$ cat config.mk
export PLATFORM = sky130hd
export DESIGN_NAME = nsc_node_switch_config_regs
export DESIGN_NICKNAME = d
export VERILOG_FILES = /design/src/rtl/nsc_pkg.sv /design/src/rtl/nsc_node_switch_config_regs.sv
export SDC_FILE = /design/constraint.sdc
export NUM_CORES = 1
export LEC_CHECK = 0
export ABC_AREA = 1
export BUFFER_PORTS_ARGS = -buffer_cell sky130_fd_sc_hd__buf_2
export CAP_MARGIN = 20
export CORE_MARGIN = 4
export CORE_UTILIZATION = 35
export DETAILED_ROUTE_END_ITERATION = 8
export SETUP_SLACK_MARGIN = 0.1
export SLEW_MARGIN = 5
export SYNTH_ARGS = -nofsm -noshare
export SYNTH_HDL_FRONTEND = slang
export SYNTH_SLANG_ARGS = --single-unit
$ cat constraint.sdc
create_clock -name core_clk -period 2.2 [get_ports core_clk]
set_clock_uncertainty 0.1 [all_clocks]
set_input_delay 0.22 -clock core_clk [delete_from_list [all_inputs] [get_ports core_clk]]
set_output_delay 0.22 -clock core_clk [all_outputs]
set_load 0.02 [all_outputs]
$ cat src/rtl/nsc_pkg.sv
// shared constants and carrier types for the node switch configuration bank
package nsc_pkg;

    // register numbers
    localparam logic [7:0] REG_DEVICE_IDENTIFICATION  = 8'h00;
    localparam logic [7:0] REG_SWITCH_DESCRIPTION     = 8'h01;
    localparam logic [7:0] REG_SWITCH_CONFIGURATION   = 8'h04;
    localparam logic [7:0] REG_NODE_IDENTIFIER        = 8'h05;
    localparam logic [7:0] REG_PLL_SETTINGS           = 8'h06;
    localparam logic [7:0] REG_SWITCH_CLOCK_DIVIDER   = 8'h07;
    localparam logic [7:0] REG_REFERENCE_CLOCK_DIVIDER = 8'h08;
    localparam logic [7:0] REG_JTAG_DEVICE_ID         = 8'h09;
    localparam logic [7:0] REG_USER_CODE              = 8'h0a;
    localparam logic [7:0] REG_ROUTE_DIRECTIONS_LOW   = 8'h0c;
    localparam logic [7:0] REG_ROUTE_DIRECTIONS_HIGH  = 8'h0d;

    // switch configuration fields
    localparam int unsigned CFG_WRITE_LOCK_BIT  = 31;
    localparam int unsigned CFG_PLL_LOCK_BIT    = 8;
    localparam int unsigned CFG_HEADER_MODE_BIT = 0;

    // pll settings fields
    localparam int unsigned PLL_NO_RESET_BIT   = 31;
    localparam int unsigned PLL_NO_RELOCK_BIT  = 30;
    localparam int unsigned PLL_BYPASS_BIT     = 29;
    localparam int unsigned PLL_JTAG_BOOT_BIT  = 28;
    localparam int unsigned PLL_OD_MSB         = 25;
    localparam int unsigned PLL_OD_LSB         = 23;
    localparam int unsigned PLL_F_MSB          = 20;
    localparam int unsigned PLL_F_LSB          = 8;
    localparam int unsigned PLL_R_MSB          = 6;
    localparam int unsigned PLL_R_LSB          = 0;
    localparam logic [31:0] PLL_WRITE_MASK     = 32'hf3ff_ff7f;

    // identification and description layout
    localparam int unsigned ID_BOOT_LSB = 16;
    localparam int unsigned ID_REV_LSB  = 8;
    localparam int unsigned USER_OTP_LSB = 18;

    // reset values
    localparam logic [15:0] NODE_ID_RESET    = 16'h0000;
    localparam logic [15:0] SWITCH_DIV_RESET = 16'h0000;
    localparam logic [15:0] REF_DIV_RESET    = 16'h0003;
    localparam logic [31:0] DIRS_RESET       = 32'h0000_0000;

    // routing
    localparam int unsigned DIR_W    = 4;
    localparam int unsigned NODE_ID_W = 16;

    typedef struct packed {
        logic        valid;
        logic        write;
        logic [7:0]  number;
        logic [31:0] wdata;
    } nsc_req_t;

    typedef struct packed {
        logic        valid;
        logic        error;
        logic [31:0] rdata;
    } nsc_rsp_t;

    typedef struct packed {
        logic        bypass;
        logic        jtag_boot;
        logic [2:0]  output_divider;
        logic [12:0] feedback_mult;
        logic [6:0]  input_divider;
    } nsc_pll_t;

endpackage

$ cat src/rtl/nsc_node_switch_config_regs.sv
// configuration register bank and direction lookup of one node's system switch
//
// Contract
// - requester reads every register and writes the writable ones by number; bank answers reads with contents
// - identification word carries captured boot pins, switch revision and version
// - description word reports link count and processor counts, read only
// - configuration bit 31 set blocks writes to the switch control registers
// - configuration bit 8 set makes the pll settings register ignore writes
// - configuration bit 0 selects two-byte headers at zero, one-byte at one
// - node identifier is a writable 16-bit field cleared at reset
// - every accepted pll settings write resets the tile unless bit 31 set
// - pll write with bit 31 set applies settings without chip reset
// - pll write with bit 30 set skips waiting for pll relock
// - pll settings bit 29 puts the pll into bypass
// - pll settings bit 28 forces boot from the jtag port
// - pll settings hold output divider, feedback ratio and input divider fields
// - switch clock divider holds a 16-bit ratio reset to zero
// - reference clock divider holds a 16-bit ratio reset to three
// - usercode word shows otp usercode high and metal id code low
// - mismatching packet routes by direction of most significant differing id bit
// - lower direction word holds nibbles for dimensions 0 to 7
// - upper direction word holds nibbles for dimensions 8 to 15
`timescale 1ns/10ps
`default_nettype none

module nsc_node_switch_config_regs #(
    parameter logic [7:0]  SWITCH_REVISION = 8'h01,   // arbitrary value
    parameter logic [7:0]  SWITCH_VERSION  = 8'h02,   // arbitrary value
    parameter logic [7:0]  LINK_COUNT      = 8'h08,
    parameter logic [7:0]  SWITCH_PROCS    = 8'h02,
    parameter logic [7:0]  DEVICE_PROCS    = 8'h02,
    parameter logic [31:0] JTAG_ID_CODE    = 32'h1234_5001, // arbitrary value
    parameter logic [17:0] METAL_ID_CODE   = 18'h00001,     // arbitrary value
    parameter logic [31:0] PLL_RESET       = 32'h0000_0000
) (
    input  wire logic             core_clk,
    input  wire logic             nrst,
    input  wire logic [7:0]       boot_control_pins,
    input  wire logic [13:0]      otp_usercode,
    input  wire nsc_pkg::nsc_req_t cfg_req,
    output nsc_pkg::nsc_rsp_t     cfg_rsp,
    output logic                  one_byte_headers,
    output logic [15:0]           node_id,
    output nsc_pkg::nsc_pll_t     pll_cfg,
    output logic                  pll_update,
    output logic                  tile_reset,
    output logic                  pll_skip_relock,
    output logic [15:0]           switch_clock_ratio,
    output logic [15:0]           reference_clock_ratio,
    input  wire logic             route_valid,
    input  wire logic [15:0]      route_dest_id,
    output logic                  route_done,
    output logic                  route_local,
    output logic [3:0]            route_direction
);

    // ------------------------------------------------------------------
    // stored state
    // ------------------------------------------------------------------
    logic [7:0]  boot_pins_r;
    logic        boot_taken_r;
    logic        cfg_write_lock_r;
    logic        cfg_pll_lock_r;
    logic        cfg_header_mode_r;
    logic [15:0] node_id_r;
    logic [31:0] pll_r;
    logic [15:0] switch_div_r;
    logic [15:0] ref_div_r;
    logic [31:0] dirs_low_r;
    logic [31:0] dirs_high_r;
    logic        rsp_valid_r;
    logic        rsp_error_r;
    logic [31:0] rsp_rdata_r;
    logic        pll_update_r;
    logic        tile_reset_r;
    logic        skip_relock_r;
    logic        route_done_r;
    logic        route_local_r;
    logic [3:0]  route_dir_r;

    // ------------------------------------------------------------------
    // request decode
    // ------------------------------------------------------------------
    wire logic is_read   = cfg_req.valid & ~cfg_req.write;
    wire logic is_write  = cfg_req.valid & cfg_req.write;

    wire logic hit_id    = (cfg_req.number == nsc_pkg::REG_DEVICE_IDENTIFICATION);
    wire logic hit_desc  = (cfg_req.number == nsc_pkg::REG_SWITCH_DESCRIPTION);
    wire logic hit_cfg   = (cfg_req.number == nsc_pkg::REG_SWITCH_CONFIGURATION);
    wire logic hit_node  = (cfg_req.number == nsc_pkg::REG_NODE_IDENTIFIER);
    wire logic hit_pll   = (cfg_req.number == nsc_pkg::REG_PLL_SETTINGS);
    wire logic hit_sdiv  = (cfg_req.number == nsc_pkg::REG_SWITCH_CLOCK_DIVIDER);
    wire logic hit_rdiv  = (cfg_req.number == nsc_pkg::REG_REFERENCE_CLOCK_DIVIDER);
    wire logic hit_jtag  = (cfg_req.number == nsc_pkg::REG_JTAG_DEVICE_ID);
    wire logic hit_user  = (cfg_req.number == nsc_pkg::REG_USER_CODE);
    wire logic hit_dlow  = (cfg_req.number == nsc_pkg::REG_ROUTE_DIRECTIONS_LOW);
    wire logic hit_dhigh = (cfg_req.number == nsc_pkg::REG_ROUTE_DIRECTIONS_HIGH);

    wire logic hit_any = hit_id | hit_desc | hit_cfg | hit_node | hit_pll | hit_sdiv
                       | hit_rdiv | hit_jtag | hit_user | hit_dlow | hit_dhigh;

    // the configuration word itself stays writable so the lock can be lifted
    wire logic ctl_open = ~cfg_write_lock_r;
    wire logic wr_cfg   = is_write & hit_cfg;
    wire logic wr_node  = is_write & hit_node  & ctl_open;
    wire logic wr_sdiv  = is_write & hit_sdiv  & ctl_open;
    wire logic wr_rdiv  = is_write & hit_rdiv  & ctl_open;
    wire logic wr_dlow  = is_write & hit_dlow  & ctl_open;
    wire logic wr_dhigh = is_write & hit_dhigh & ctl_open;
    wire logic wr_pll   = is_write & hit_pll & ctl_open & ~cfg_pll_lock_r;

    // ------------------------------------------------------------------
    // read words
    // ------------------------------------------------------------------
    // reserved bits are plain zeros in every word except pll settings bits 22 and 21, which read back as written
    wire logic [31:0] word_id   = (32'(boot_pins_r) << nsc_pkg::ID_BOOT_LSB)
                                | (32'(SWITCH_REVISION) << nsc_pkg::ID_REV_LSB)
                                | 32'(SWITCH_VERSION);
    wire logic [31:0] word_desc = (32'(LINK_COUNT) << nsc_pkg::ID_BOOT_LSB)
                                | (32'(SWITCH_PROCS) << nsc_pkg::ID_REV_LSB)
                                | 32'(DEVICE_PROCS);
    wire logic [31:0] word_cfg  = {cfg_write_lock_r, 22'h000000, cfg_pll_lock_r,
                                   7'h00, cfg_header_mode_r};
    wire logic [31:0] word_node = {16'h0000, node_id_r};
    wire logic [31:0] word_sdiv = {16'h0000, switch_div_r};
    wire logic [31:0] word_rdiv = {16'h0000, ref_div_r};
    wire logic [31:0] word_user = (32'(otp_usercode) << nsc_pkg::USER_OTP_LSB)
                                | 32'(METAL_ID_CODE);

    wire logic [31:0] read_word =
          hit_id    ? word_id
        : hit_desc  ? word_desc
        : hit_cfg   ? word_cfg
        : hit_node  ? word_node
        : hit_pll   ? pll_r
        : hit_sdiv  ? word_sdiv
        : hit_rdiv  ? word_rdiv
        : hit_jtag  ? JTAG_ID_CODE
        : hit_user  ? word_user
        : hit_dlow  ? dirs_low_r
        : hit_dhigh ? dirs_high_r
        : 32'h0000_0000;

    // ------------------------------------------------------------------
    // routing lookup
    // ------------------------------------------------------------------
    wire logic [15:0] id_diff = route_dest_id ^ node_id_r;
    wire logic [63:0] dir_table = {dirs_high_r, dirs_low_r};

    // lookups see id and tables as they stood before the edge
    // per-dimension one-hot of the most significant differing bit
    logic [15:0] top_hit;
    genvar gi;
    generate
        for (gi = 0; gi < 16; gi = gi + 1) begin : g_dim
            if (gi == 15) begin : g_top
                assign top_hit[gi] = id_diff[gi];
            end else begin : g_lower
                assign top_hit[gi] = id_diff[gi] & ~(|id_diff[15:gi+1]);
            end
        end
    endgenerate

    logic [3:0] dir_pick;
    always_comb begin
        dir_pick = 4'h0;
        for (int d = 0; d < 16; d++) begin
            if (top_hit[d]) begin
                dir_pick = dir_table[d*4 +: 4];
            end
        end
    end

    wire logic id_match = (id_diff == 16'h0000);

    // ------------------------------------------------------------------
    // boot pin capture, one cycle after reset release
    // every nrst counts as power-on here, so a mid-run reset retakes the pins
    // ------------------------------------------------------------------
    always_ff @(posedge core_clk) begin
        if (!nrst) begin
            boot_taken_r <= 1'b0;
            boot_pins_r  <= 8'h00;
        end else if (!boot_taken_r) begin
            boot_taken_r <= 1'b1;
            boot_pins_r  <= boot_control_pins;
        end
    end

    // ------------------------------------------------------------------
    // switch configuration and node identifier
    // header mode is only reported onward; packets are not reframed here
    // ------------------------------------------------------------------
    always_ff @(posedge core_clk) begin
        if (!nrst) begin
            cfg_write_lock_r  <= 1'b0;
            cfg_pll_lock_r    <= 1'b0;
            cfg_header_mode_r <= 1'b0;
        end else if (wr_cfg) begin
            cfg_write_lock_r  <= cfg_req.wdata[nsc_pkg::CFG_WRITE_LOCK_BIT];
            cfg_pll_lock_r    <= cfg_req.wdata[nsc_pkg::CFG_PLL_LOCK_BIT];
            cfg_header_mode_r <= cfg_req.wdata[nsc_pkg::CFG_HEADER_MODE_BIT];
        end
    end

    always_ff @(posedge core_clk) begin
        if (!nrst) begin
            node_id_r <= nsc_pkg::NODE_ID_RESET;
        end else if (wr_node) begin
            node_id_r <= cfg_req.wdata[15:0];
        end
    end

    // ------------------------------------------------------------------
    // pll settings and its side effects
    // ------------------------------------------------------------------
    always_ff @(posedge core_clk) begin
        if (!nrst) begin
            pll_r <= PLL_RESET & nsc_pkg::PLL_WRITE_MASK;
        end else if (wr_pll) begin
            pll_r <= cfg_req.wdata & nsc_pkg::PLL_WRITE_MASK;
        end
    end

    // pulses come from the written word, not the stored one, so they match it
    wire logic pll_spare_chip = cfg_req.wdata[nsc_pkg::PLL_NO_RESET_BIT];
    wire logic pll_no_relock  = cfg_req.wdata[nsc_pkg::PLL_NO_RELOCK_BIT];

    always_ff @(posedge core_clk) begin
        if (!nrst) begin
            pll_update_r <= 1'b0;
            tile_reset_r <= 1'b0;
        end else begin
            pll_update_r <= wr_pll;
            tile_reset_r <= wr_pll & ~pll_spare_chip;
        end
    end

    // a level, not a pulse: the relock sequencer reads it after the update
    always_ff @(posedge core_clk) begin
        if (!nrst) begin
            skip_relock_r <= 1'b0;
        end else if (wr_pll) begin
            skip_relock_r <= pll_no_relock;
        end
    end

    // ------------------------------------------------------------------
    // clock dividers and direction tables
    // ratios pass on raw; a zero divider is for the clock logic to handle
    // ------------------------------------------------------------------
    always_ff @(posedge core_clk) begin
        if (!nrst) begin
            switch_div_r <= nsc_pkg::SWITCH_DIV_RESET;
        end else if (wr_sdiv) begin
            switch_div_r <= cfg_req.wdata[15:0];
        end
    end

    always_ff @(posedge core_clk) begin
        if (!nrst) begin
            ref_div_r <= nsc_pkg::REF_DIV_RESET;
        end else if (wr_rdiv) begin
            ref_div_r <= cfg_req.wdata[15:0];
        end
    end

    always_ff @(posedge core_clk) begin
        if (!nrst) begin
            dirs_low_r  <= nsc_pkg::DIRS_RESET;
            dirs_high_r <= nsc_pkg::DIRS_RESET;
        end else begin
            if (wr_dlow) begin
                dirs_low_r <= cfg_req.wdata;
            end
            if (wr_dhigh) begin
                dirs_high_r <= cfg_req.wdata;
            end
        end
    end

    // ------------------------------------------------------------------
    // answer: one cycle after the request, reads carry data
    // unmapped numbers read as zero but flag an error, so a wrong number is not taken for a zero register
    // ------------------------------------------------------------------
    always_ff @(posedge core_clk) begin
        if (!nrst) begin
            rsp_valid_r <= 1'b0;
            rsp_error_r <= 1'b0;
            rsp_rdata_r <= 32'h0000_0000;
        end else begin
            rsp_valid_r <= cfg_req.valid;
            rsp_error_r <= cfg_req.valid & ~hit_any;
            rsp_rdata_r <= is_read ? read_word : 32'h0000_0000;
        end
    end

    // ------------------------------------------------------------------
    // route answer, registered one cycle after the lookup request
    // ------------------------------------------------------------------
    always_ff @(posedge core_clk) begin
        if (!nrst) begin
            route_done_r  <= 1'b0;
            route_local_r <= 1'b0;
            route_dir_r   <= 4'h0;
        end else begin
            route_done_r <= route_valid;
            if (route_valid) begin
                route_local_r <= id_match;
                route_dir_r   <= id_match ? 4'h0 : dir_pick;
            end
        end
    end

    // ------------------------------------------------------------------
    // outputs
    // ------------------------------------------------------------------
    assign cfg_rsp.valid = rsp_valid_r;
    assign cfg_rsp.error = rsp_error_r;
    assign cfg_rsp.rdata = rsp_rdata_r;

    assign one_byte_headers      = cfg_header_mode_r;
    assign node_id               = node_id_r;
    assign pll_cfg.bypass        = pll_r[nsc_pkg::PLL_BYPASS_BIT];
    assign pll_cfg.jtag_boot     = pll_r[nsc_pkg::PLL_JTAG_BOOT_BIT];
    assign pll_cfg.output_divider = pll_r[nsc_pkg::PLL_OD_MSB:nsc_pkg::PLL_OD_LSB];
    assign pll_cfg.feedback_mult = pll_r[nsc_pkg::PLL_F_MSB:nsc_pkg::PLL_F_LSB];
    assign pll_cfg.input_divider = pll_r[nsc_pkg::PLL_R_MSB:nsc_pkg::PLL_R_LSB];
    assign pll_update            = pll_update_r;
    assign tile_reset            = tile_reset_r;
    assign pll_skip_relock       = skip_relock_r;
    assign switch_clock_ratio    = switch_div_r;
    assign reference_clock_ratio = ref_div_r;
    assign route_done            = route_done_r;
    assign route_local           = route_local_r;
    assign route_direction       = route_dir_r;

endmodule // nsc_node_switch_config_regs

`default_nettype wire

* After elaboration in Yosys (flattened, before gate mapping)
Cells that the tools add are included.
Cells by class: equality and inequality tests 10, mux-type cells 29, bitwise logic cells 66, reduce and logical (&&, ||, !) cells 21
Operators by type and width (count):
- 2-to-1 mux 32 bit | 9
- 2-to-1 mux 4 bit | 17
- 2-to-1 mux 24 bit | 2
- == test 8 x 4 -> 1 bit (second input constant) | 5
- AND 1 bit | 33
- == test 8 x 3 -> 1 bit (second input constant) | 4
- NOT 1 bit | 22
- zero test 16 bit | 1
- XOR 16 bit | 1
- OR reduction 15 bit | 1
- OR reduction 14 bit | 1
- OR reduction 13 bit | 1
- OR reduction 12 bit | 1
- OR reduction 6 bit | 2
- OR reduction 11 bit | 1
- OR 1 bit | 10
- OR reduction 10 bit | 1
- OR reduction 5 bit | 2
- OR reduction 9 bit | 1
- == test 8 x 1 -> 1 bit (second input constant) | 1
- zero test 8 bit | 1
- OR reduction 4 bit | 2
- OR reduction 8 bit | 1
- OR reduction 7 bit | 1
- 4 further kinds | 5
Word-level totals: bits in registers 196, input bits 83, output and inout bits 117, logic and storage cells 150

* Logic depth before layout (Yosys ltp)
Gate-level depths: netlist of the first run.
word-level depth 21, gate-level depth with buffers 17, gate-level depth less buffers 17

* Worst setup path before layout of the first run
No wires, ideal clock.
path type register to register, start register node_id_r[14], in the netlist node_id[14], end register route_dir_r[2], in the netlist route_direction[2], setup time 0.141 ns, arrival time 1.680 ns, required time 1.959 ns, slack 0.279 ns, stages on the path, launching flop included 18, path buffers 0, period minus slack after synthesis 1.921 ns, path through dfxtp_1 -> inv_1 -> nand2_1 -> nand2_1 -> nand3_2 -> inv_1 -> nand2_1 -> inv_2 -> nand3_1 -> nand3_1 -> nor2_1 -> nand4_1 -> nor2_1 -> nand3_1 -> nor2_1 -> nand4_1 -> nand2_1 -> a21oi_1
On the way: cells in the longest elaborated chain, start to end 21, elaborated cells on any way between the ends 62, classes of those cells mux (17); bitwise (30); reduce/logical (15)
RTL lines:
- from (decl) | line nsc_node_switch_config_regs.sv:65 | logic [15:0] node_id_r;
- from (signal assigned) | line nsc_node_switch_config_regs.sv:208 | node_id_r <= nsc_pkg::NODE_ID_RESET;
- from (signal assigned) | line nsc_node_switch_config_regs.sv:210 | node_id_r <= cfg_req.wdata[15:0];
- XOR 16 bit * | line nsc_node_switch_config_regs.sv:147 | wire logic [15:0] id_diff = route_dest_id ^ node_id_r;
- OR reduction 15 bit | line nsc_node_switch_config_regs.sv:159 | assign top_hit[gi] = id_diff[gi] & ~(|id_diff[15:gi+1]);
- NOT 1 bit | line nsc_node_switch_config_regs.sv:159
- AND 1 bit | line nsc_node_switch_config_regs.sv:159
- 2-to-1 mux 4 bit (16 in series) | line nsc_node_switch_config_regs.sv:168 | if (top_hit[d]) begin
- 2-to-1 mux 4 bit * | line nsc_node_switch_config_regs.sv:310 | route_dir_r <= id_match ? 4'h0 : dir_pick;
- to (signal assigned) | line nsc_node_switch_config_regs.sv:310
- to (decl) | line nsc_node_switch_config_regs.sv:79 | logic [3:0] route_dir_r;
Mark *: on every way between the ends. The rest lies on a longest branch, timed or not. A chain may end at the register's enable or synchronous reset.

* Final worst setup path of the first run
start register node_id_r[7], in the netlist node_id[7], end register route_dir_r[1], in the netlist route_direction[1]
The elaborated chain is that of the path after synthesis.

==> impl_metrics.yaml, run 1 <==
final_layout:
  n_antenna_cell: 0
  finalInstanceArea_sq_um: 11680
  drive_above_1_share_pct: 27.55
  num-nets-final: 1551
  syn_to_final_growth_pct: 30.62
  n_fill_cell: 2584
pwr:
  power_mw: 7.281
  leakagePower_nw: 5.004
  p_per_area_nw_per_um2: 623.2
  irDropWorstVdd_mv: 0.3936
global_routing:
  grt_max_degree: 139
  gr-usage-all-layers_pct: 23.92
  grt_pass1_vias: 8832
  grt_pass1_wl_microns: 52680
  grt.overflow.total: 0
  antenna_found_initial: 0
drt:
  drt-wirelength-per-cell_microns: 19.33
  totalWireLength_microns: 35000
  ant_nets: 0
  drc_errors: 0
  route.vias.total: 9295
  drt_iter0_markers: 888
  vias_per_cell: 5.133
  first_pass_iters: 5
logic_synthesis:
  syn_nets: 1310
  synth_cells: 1227
  async_reset_ff_share_pct: 0
  synth_top_cells_by_area: "dfxtp_1 (44%), o21ai_0 (8.5%), a21oi_1 (8.2%)"
  synth_commonest_cells: "dfxtp_1 (195), nand2_1 (191), inv_1 (154), o21ai_0 (152), a21oi_1 (147)"
  ys_ff_latch: 195
  synth_flop_cell: "dfxtp_1"
  synth-seq-area-share_pct: 43.65
  synthesis.area_sq_um: 8944
  synth_most_common_cell: "dfxtp_1"
  synth_area_leader_cell: "dfxtp_1"
  synth_edf_count: 0
  synth_cell_types: 42
  yosysWarnings: 0
  synth_top_area_share_pct: 43.65
  avgSynthCellArea_sq_um: 7.289
critical_path:
  startpoint_type: "register"
  critPathArrivalTime_ns: 2.30
  crit_fanout: 5
  required_ns: 2.47
  worstSetupEndpointType: "register"
  crit_type: "reg -> reg"
  ff2ff_setup_slack_ns: 0.17
sta:
  slew_headroom_pct: 61.61
  max_freq_ghz: 0.4916
  rsz0062_at_grt: "true"
  maxSlewViolCount: 0
  finalSetupViolCount: 0
  layout_min_cycle_time_ns: 2.034
  worstMarginPinSlew_ns: 0.5752
  period_share_pct: 92.46
  worst_slack_ns: 0.1659
  finalHoldViolCount: 0
  tns_ns: 0
floorplanning:
  dieWidth_microns: 167.9
  ios: 200
  die_h_microns: 167.9
  num_rows: 58
  die_area_sq_um: 28180
  start_util_pct: 35.52
  core-area_sq_um: 25180
placed_design:
  place_hpwl_microns: 26680
  placed_cell_area_sq_um: 10450
  routabilityCongestion: 0.9030
  io_buffers: 199
  pre_cts_ws_ns: -0.005865
cts:
  htree_levels: 4
  cts_buffer_depth: 2
  cts_root_buf: "clkbuf_16"
  cts_tree: "yes"
  insertion_delay_ns: 0.44
  cts_buffers: 17
  clkSlewWorstSetupHoldPaths_ns: 0.08
  clock-sinks: 195
run_status:
  status: "finished clean"
min_path:
  hold_path_class: "in -> reg"
run:
  cap_viol_max_count: 0
==> registers in the layout, summed over array words and instances (netlist names), 8 cells and up <==
signal	flops
boot_pins_r	8
dirs_high_r	32
dirs_low_r	32
node_id	16
pll_r	29
reference_clock_ratio	16
rsp_rdata_r	32
switch_clock_ratio	16
==> cell type report <==
class,instances,area [sq um],share of cell area [%]
clock buffer,18,439.2,3.759
clock inverter,14,167.7,1.435
inverter,171,645.6,5.526
multi-input combinational,777,4096,35.06
sequential,195,3936,33.69
tap,330,412.9,3.534
timing repair buffer,306,1984,16.99
==> repair_timing <==
item                       4_1_cts  5_1_grt
resized for setup               13       55
hold endpoints to repair        50        0
buffers inserted                 0        9
hold buffers                    38        0
setup endpoints to repair        4       32
pin swaps                        3       13
==> final timing paths <==
path | startpoint | endpoint | cells after the start
max reg2reg | node_id[7] | route_direction[1] | 14
min | cfg_req[6] | pll_r[6] | 3
min reg2reg | boot_pins_r[2] | boot_pins_r[2] | 2
max | node_id[7] | route_direction[1] | 14
==> stage by stage <==
step	std cells	util [%]	hold WS [ns]
floorplan	1227	-	0.1477
global placement	1732	41.49	0.3394
detailed placement	1732	41.49	0.3369
CTS	1802	45.50	0.0009551
global route	1811	46.39	0.02180
finish	1811	46.39	0.006629
==> per-layer routing <==
layer  track usage (%)  vias to the layer above  wire (microns)
li1                  -                     4559               -
met1             33.17                     4357           15910
met2             38.24                      338           16110
met3             4.672                       41            2257
met4             6.457                        0             729
met5                 0                        -               0
==> cells in the final DEF (no fill, tap or decap), drive strengths merged, types with 5 or more instances in the layout <==
cell,synthesis,routed
a41oi,7,7
a211oi,21,21
o22ai,12,12
buf,49,268
a31oi,9,9
dlygate4sd3,0,38
nor3,19,19
clkinv,0,8
a221oi,11,11
o2111ai,5,5
clkbuf,35,18
a21oi,149,149
o21ai,164,164
inv,171,175
nand2,196,196
o221ai,7,7
dfxtp,195,195
nor2,121,121
nand3,21,21
o211ai,6,6
nand4,15,15
==> worst max-delay path, stage by stage (launching register included) <==
cell,delay [ns]
dfxtp_2,0.37
inv_2,0.07
nand2_1,0.06
nand2_1,0.13
nor2_2,0.18
nand2_2,0.10
nor4_1,0.30
nand3b_1,0.13
nand4_1,0.11
nor2_1,0.04
nand4_1,0.07
nand2_1,0.07
nand4_1,0.07
nand2_1,0.06
a21oi_2,0.11
==> power breakdown <==
group          internal (mW)  total [mW]  switching, mW
combinational          0.202       0.533          0.331
clock                   1.65        3.19           1.54
sequential              3.54        3.55         0.0136
==> cell families after synthesis <==
logic type | Yosys count | synth area share (%)
AOI/OAI and AO/OA | 398 | 25.63
xor gates and xnor gates | 1 | 0.09795
buffers and inverters | 255 | 12.21
DFF | 195 | 43.65
and+or+nand+nor | 378 | 18.41
Note: power is estimated with default switching activity, not from simulation.
==> inputs of run 2 (changes only) <==
- CELL_PAD_IN_SITES_DETAIL_PLACEMENT: default -> 1
- CELL_PAD_IN_SITES_GLOBAL_PLACEMENT: default -> 1
- PLACE_DENSITY_LB_ADDON: default -> 0.1
- clock period: 2.2 -> 2 ns (I/O delays scaled with it)
==> impl_metrics.yaml, run 2 (synthesis gave the netlist of run 1 again) <==
placed_design:
  dp_cells: 1796
  place_hpwl_microns: 29400
  pre_cts_ws_ns: -0.2549
  io_buffers: 199
  placed_cell_area_sq_um: 11000
  routabilityCongestion: 0.8890
floorplanning:
  ios: 200
  num_rows: 58
  core-area_sq_um: 25180
  start_util_pct: 35.52
  die_h_microns: 167.9
  dieWidth_microns: 167.9
  die_area_sq_um: 28180
final_layout:
  top_regs: "dirs_high_r: 32 flops, dirs_low_r: 32 flops, rsp_rdata_r: 32 flops"
  n_antenna_cell: 0
  finalInstanceArea_sq_um: 12560
  mostFrequentLayoutCell: "buf_2"
  n_fill_cell: 3191
  drive_above_1_share_pct: 31.95
  finish.utilization_pct: 49.89
  final_cell_mix: "buf_2 (198), dfxtp_1 (181), nand2_1 (160)"
  fin_cells: 1895
  num-nets-final: 1635
  syn_to_final_growth_pct: 40.47
global_routing:
  antenna_found_initial: 0
  grt.overflow.total: 0
  grt_max_degree: 139
  grt_pass1_wl_microns: 59250
  gr-usage-all-layers_pct: 27.08
  grt_pass1_vias: 10087
cts:
  clock-sinks: 195
  cts_tree: "yes"
  htree_levels: 4
  cts_buffers: 17
  insertion_delay_ns: 0.45
  clkSlewWorstSetupHoldPaths_ns: 0.08
  cts_buffer_depth: 2
  cts_root_buf: "clkbuf_16"
critical_path:
  critPathArrivalTime_ns: 2.37
  max_stage_delay_ns: 0.37
  cp_top_family: "simple AND/OR/NAND/NOR gates"
  worstReg2RegEnd: "route_direction[0]"
  critPathBufInv: 2
  startpoint_type: "register"
  required_ns: 2.28
  worstSetupEndpointType: "register"
  r2r-start: "node_id[12]"
  path_common_cell: "nand2_1"
  ff2ff_setup_slack_ns: -0.09
  rr_worst_depth: 13
  crit_slowest_cell: "dfxtp_4"
  path_cells: "inv_2 > nand2_2 > nand2_2 > nor2_4 > nand3_4 > buf_4 > nor2_1 > nand2_1 > nand4_1 > nand2_1 > nand3_1 > nand2_1 > a21oi_2"
  crit_type: "reg -> reg"
  crit_fanout: 5
sta:
  finalHoldViolCount: 0
  worst_slack_ns: -0.09082
  maxSlewViolCount: 0
  rsz0062_at_grt: "true"
  tns_ns: -0.2332
  worstMarginPinSlew_ns: 0.5353
  finalSetupViolCount: 4
  period_share_pct: 104.5
  max_freq_ghz: 0.4783
  layout_min_cycle_time_ns: 2.091
  slew_headroom_pct: 63.39
min_path:
  holdPathStages: 3
  holdPathEnd: "dirs_high_r[3]"
  hp-start: "cfg_req[3]"
  hold_path_class: "in -> reg"
pwr:
  p_per_area_nw_per_um2: 667.1
  leakagePower_nw: 5.489
  irDropWorstVdd_mv: 0.4561
run:
  cap_viol_max_count: 0
drt:
  totalWireLength_microns: 39710
  drt-wirelength-per-cell_microns: 20.95
  drc_errors: 0
  route.vias.total: 9980
  ant_nets: 0
  first_pass_iters: 5
  drt_iter0_markers: 640
  vias_per_cell: 5.266
run_status:
  status: "finished with violations"
  failed_checks: "negative setup slack"
==> run 2: changes by cell type in the layout (fill, tap and decap cells not counted), sizes merged <==
| cell | delta |
|---|---|
| bufinv | +1 |
| buf | +70 |
| clkbuf | +1 |
| dlygate4sd3 | +13 |
| clkinv | -2 |
| clkinvlp | -1 |
| inv | +2 |
==> run 2: what timing repair did <==
| item | in CTS | in global routing |
|---|---|---|
| endpoints found under the hold margin | 96 | 1 |
| setup endpoints to repair | 25 | 23 |
| hold buffers | 50 | 1 |
| cloned | 0 | 1 |
| buffers inserted | 7 | 8 |
| gates resized for setup | 28 | 67 |
| pin swaps | 11 | 35 |
==> run 2: cell type report <==
| cell class | count | area [sq um] | share of cell area [%] |
|---|---|---|---|
| Sequential cell | 195 | 3931 | 31.29 |
| Timing Repair Buffer | 390 | 2743 | 21.83 |
| Multi-Input combinational cell | 777 | 4185 | 33.31 |
| Clock buffer | 18 | 439.2 | 3.496 |
| Inverter | 171 | 644.4 | 5.129 |
| Tap cell | 330 | 412.9 | 3.287 |
| Clock inverter | 14 | 207.7 | 1.653 |
==> run 2: report_power, final <==
part | total [mW] | internal (mW) | switching (mW)
Clock | 3.79 | 1.97 | 1.82
Sequential | 3.91 | 3.90 | 0.0172
Combinational | 0.676 | 0.283 | 0.393
Total | 8.38 | 6.15 | 2.23
==> run 2: how the worst max path moves through the flow <==
stage	startpoint	slack, ns	end	cells after the start
2_1_floorplan	node_id[13]	0.1	route_direction[2]	17
3_3_place_gp	cfg_req[39]	-0.28	rsp_rdata_r[8]	13
3_5_place_dp	cfg_req[39]	-0.25	rsp_rdata_r[8]	13
4_1_cts	node_id[14]	-0.06	route_direction[1]	18
5_1_grt	node_id[12]	-0.22	route_direction[0]	16
6_report	node_id[12]	-0.09	route_direction[0]	13
==> run 2: metal layers <==
metal	part of all wire (%)	GRT usage (%)	up-vias
li1	-	-	4728
met4	1.4	5.540	0
met5	0	0	-
met3	4.8	3.710	43
met2	47	44.92	292
met1	47	37.94	4917
==> run 2: tightest hold or removal path: stages <==
cell and delay [ns]:
buf_2 0.13, o21ai_0 0.09, a21oi_1 0.11
==> run 2: per-stage QoR <==
stage | power, mW | hold slack (ns)
3_3_place_gp | 4.548 | 0.3185
2_1_floorplan | 4.254 | 0.1277
6_report | 8.381 | 0.02091
4_1_cts | 8.403 | -0.06159
3_5_place_dp | 4.554 | 0.3127
5_1_grt | 8.664 | 0.02646
==> inputs of run 3 (changes only) <==
- PLACE_DENSITY: default -> 0.69
- PLACE_DENSITY_LB_ADDON: 0.1 -> default
==> impl_metrics.yaml, run 3 (synthesis gave the netlist of run 1 again) <==
run_status:
  status: "finished with violations"
  failed_checks: "negative setup slack"
sta:
  slew_headroom_pct: 61.28
  finalHoldViolCount: 0
  holdWs_ns: 0.05436
  maxSlewViolCount: 0
  finalSetupViolCount: 3
  tns_ns: -0.02787
  layout_min_cycle_time_ns: 2.015
  period_share_pct: 100.8
  rsz0062_at_grt: "true"
  worst_slack_ns: -0.01545
  worstMarginPinSlew_ns: 0.5747
  max_freq_ghz: 0.4962
cts:
  cts_tree: "yes"
  clock-sinks: 195
  htree_levels: 4
  cts_root_buf: "clkbuf_16"
  insertion_delay_ns: 0.45
  cts_buffers: 17
  cts_buffer_depth: 2
  clkSlewWorstSetupHoldPaths_ns: 0.08
critical_path:
  crit_slowest_cell: "dfxtp_2"
  r2r-start: "node_id[13]"
  crit_fanout: 4
  crit_type: "reg -> reg"
  ff2ff_setup_slack_ns: -0.02
  critPathArrivalTime_ns: 2.24
  required_ns: 2.22
  startpoint_type: "register"
  path_cells: "inv_2 > nand2_1 > nand2_2 > nand3_2 > inv_1 > nand2_2 > inv_2 > nand3_1 > nand3_1 > nor2_1 > nand4_1 > nor2_1 > nand3_1 > nor2_1 > nand4_1 > nand2_1 > a21oi_2"
  worstSetupEndpointType: "register"
  max_stage_delay_ns: 0.37
  startpoint: "node_id[13]"
final_layout:
  syn_to_final_growth_pct: 37.87
  n_antenna_cell: 0
  finalInstanceArea_sq_um: 12330
  drive_above_1_share_pct: 30.66
  final_cell_mix: "buf_2 (199), dfxtp_1 (183), nand2_1 (162)"
  top_regs: "dirs_high_r: 32 flops, dirs_low_r: 32 flops, rsp_rdata_r: 32 flops"
  num-nets-final: 1619
  finish.utilization_pct: 48.97
  mostFrequentLayoutCell: "buf_2"
drt:
  totalWireLength_microns: 38800
  drt-wirelength-per-cell_microns: 20.65
  drc_errors: 0
  first_pass_iters: 5
  vias_per_cell: 5.275
  route.vias.total: 9912
  drt_iter0_markers: 828
  ant_nets: 0
floorplanning:
  die_area_sq_um: 28180
  ios: 200
  die_h_microns: 167.9
  dieWidth_microns: 167.9
  core-area_sq_um: 25180
  num_rows: 58
  start_util_pct: 35.52
placed_design:
  io_buffers: 199
  place_hpwl_microns: 28480
  routabilityCongestion: 0.9097
  placed_cell_area_sq_um: 10840
pwr:
  pwr-share-clk_pct: 44.4
  pwr-share-comb_pct: 7.9
  p_per_area_nw_per_um2: 666.1
  leakagePower_nw: 5.366
  power_mw: 8.214
  irDropWorstVdd_mv: 0.4346
  power_switching_mw: 2.235
  internal_power_mw: 5.979
  sw_frac_of_total_pct: 27.21
  pwr-share-seq_pct: 47.7
global_routing:
  grt.overflow.total: 0
  grt_max_degree: 139
  grt_pass1_wl_microns: 58390
  gr-usage-all-layers_pct: 26.62
  antenna_found_initial: 0
  grt_pass1_vias: 9916
min_path:
  hp-start: "cfg_req[0]"
  hold_path_class: "in -> reg"
run:
  cap_viol_max_count: 0
-- run 3: area by class of cell --
class,instances,area (sq um)
clock inverters,15,186.4
repair buffers,374,2580
inverters,171,644.4
well taps,330,412.9
fillers,3206,12850
multi-input cells,777,4158
flip-flops and latches,195,3924
clock buffers,17,425.4
-- run 3: worst paths after layout --
path                                      endpoint  cells past startpoint
worst max-delay path            route_direction[2]                     17
worst min-delay path                      pll_r[0]                      3
worst max register to register  route_direction[2]                     17
worst min register to register      boot_pins_r[2]                      2
-- run 3: metal layers --
| metal | track usage, % | wire (microns) | up-vias |
|---|---|---|---|
| met1 | 37.38 | 17970 | 4844 |
| li1 | - | - | 4698 |
| met2 | 43.68 | 18170 | 327 |
| met5 | 0 | 0 | - |
| met3 | 4.132 | 2089 | 43 |
| met4 | 5.434 | 572 | 0 |
-- run 3: power groups by stage --
stage                     combinational (mW)  sequential [mW]  clock (mW)
after floorplan                        0.243             4.01           0
after global placement                 0.520             4.01           0
after detailed placement               0.525             4.01           0
after CTS                              0.625             3.92        3.67
after global routing                   0.709             3.92        3.84
final                                  0.652             3.92        3.65
-- run 3: what timing repair did --
item | 4_1_cts | 5_1_grt
setup buffers | 7 | 5
resized for setup | 31 | 49
pin swaps | 14 | 18
hold buffers | 53 | 0
setup endpoints to repair | 4 | 111
endpoints found under the hold margin | 88 | 0
cloned | 0 | 2
-- run 3: stage by stage --
step / setup WS, ns / cells
4_1_cts: -0.09854 / 1872
3_3_place_gp: -0.1136 / 1780
3_5_place_dp: -0.1733 / 1780
5_1_grt: -0.2317 / 1879
2_1_floorplan: 0.09887 / 1227
6_report: -0.01545 / 1879
-- run 3: worst max-delay path, delay by kind of cell, from the launching register on --
kind	cells	cell delay, ns
AO/OA/AOI/OAI	1	0.05
buffers and inverters	3	0.20
flip-flops	1	0.37
AND/OR/NAND/NOR	13	1.18
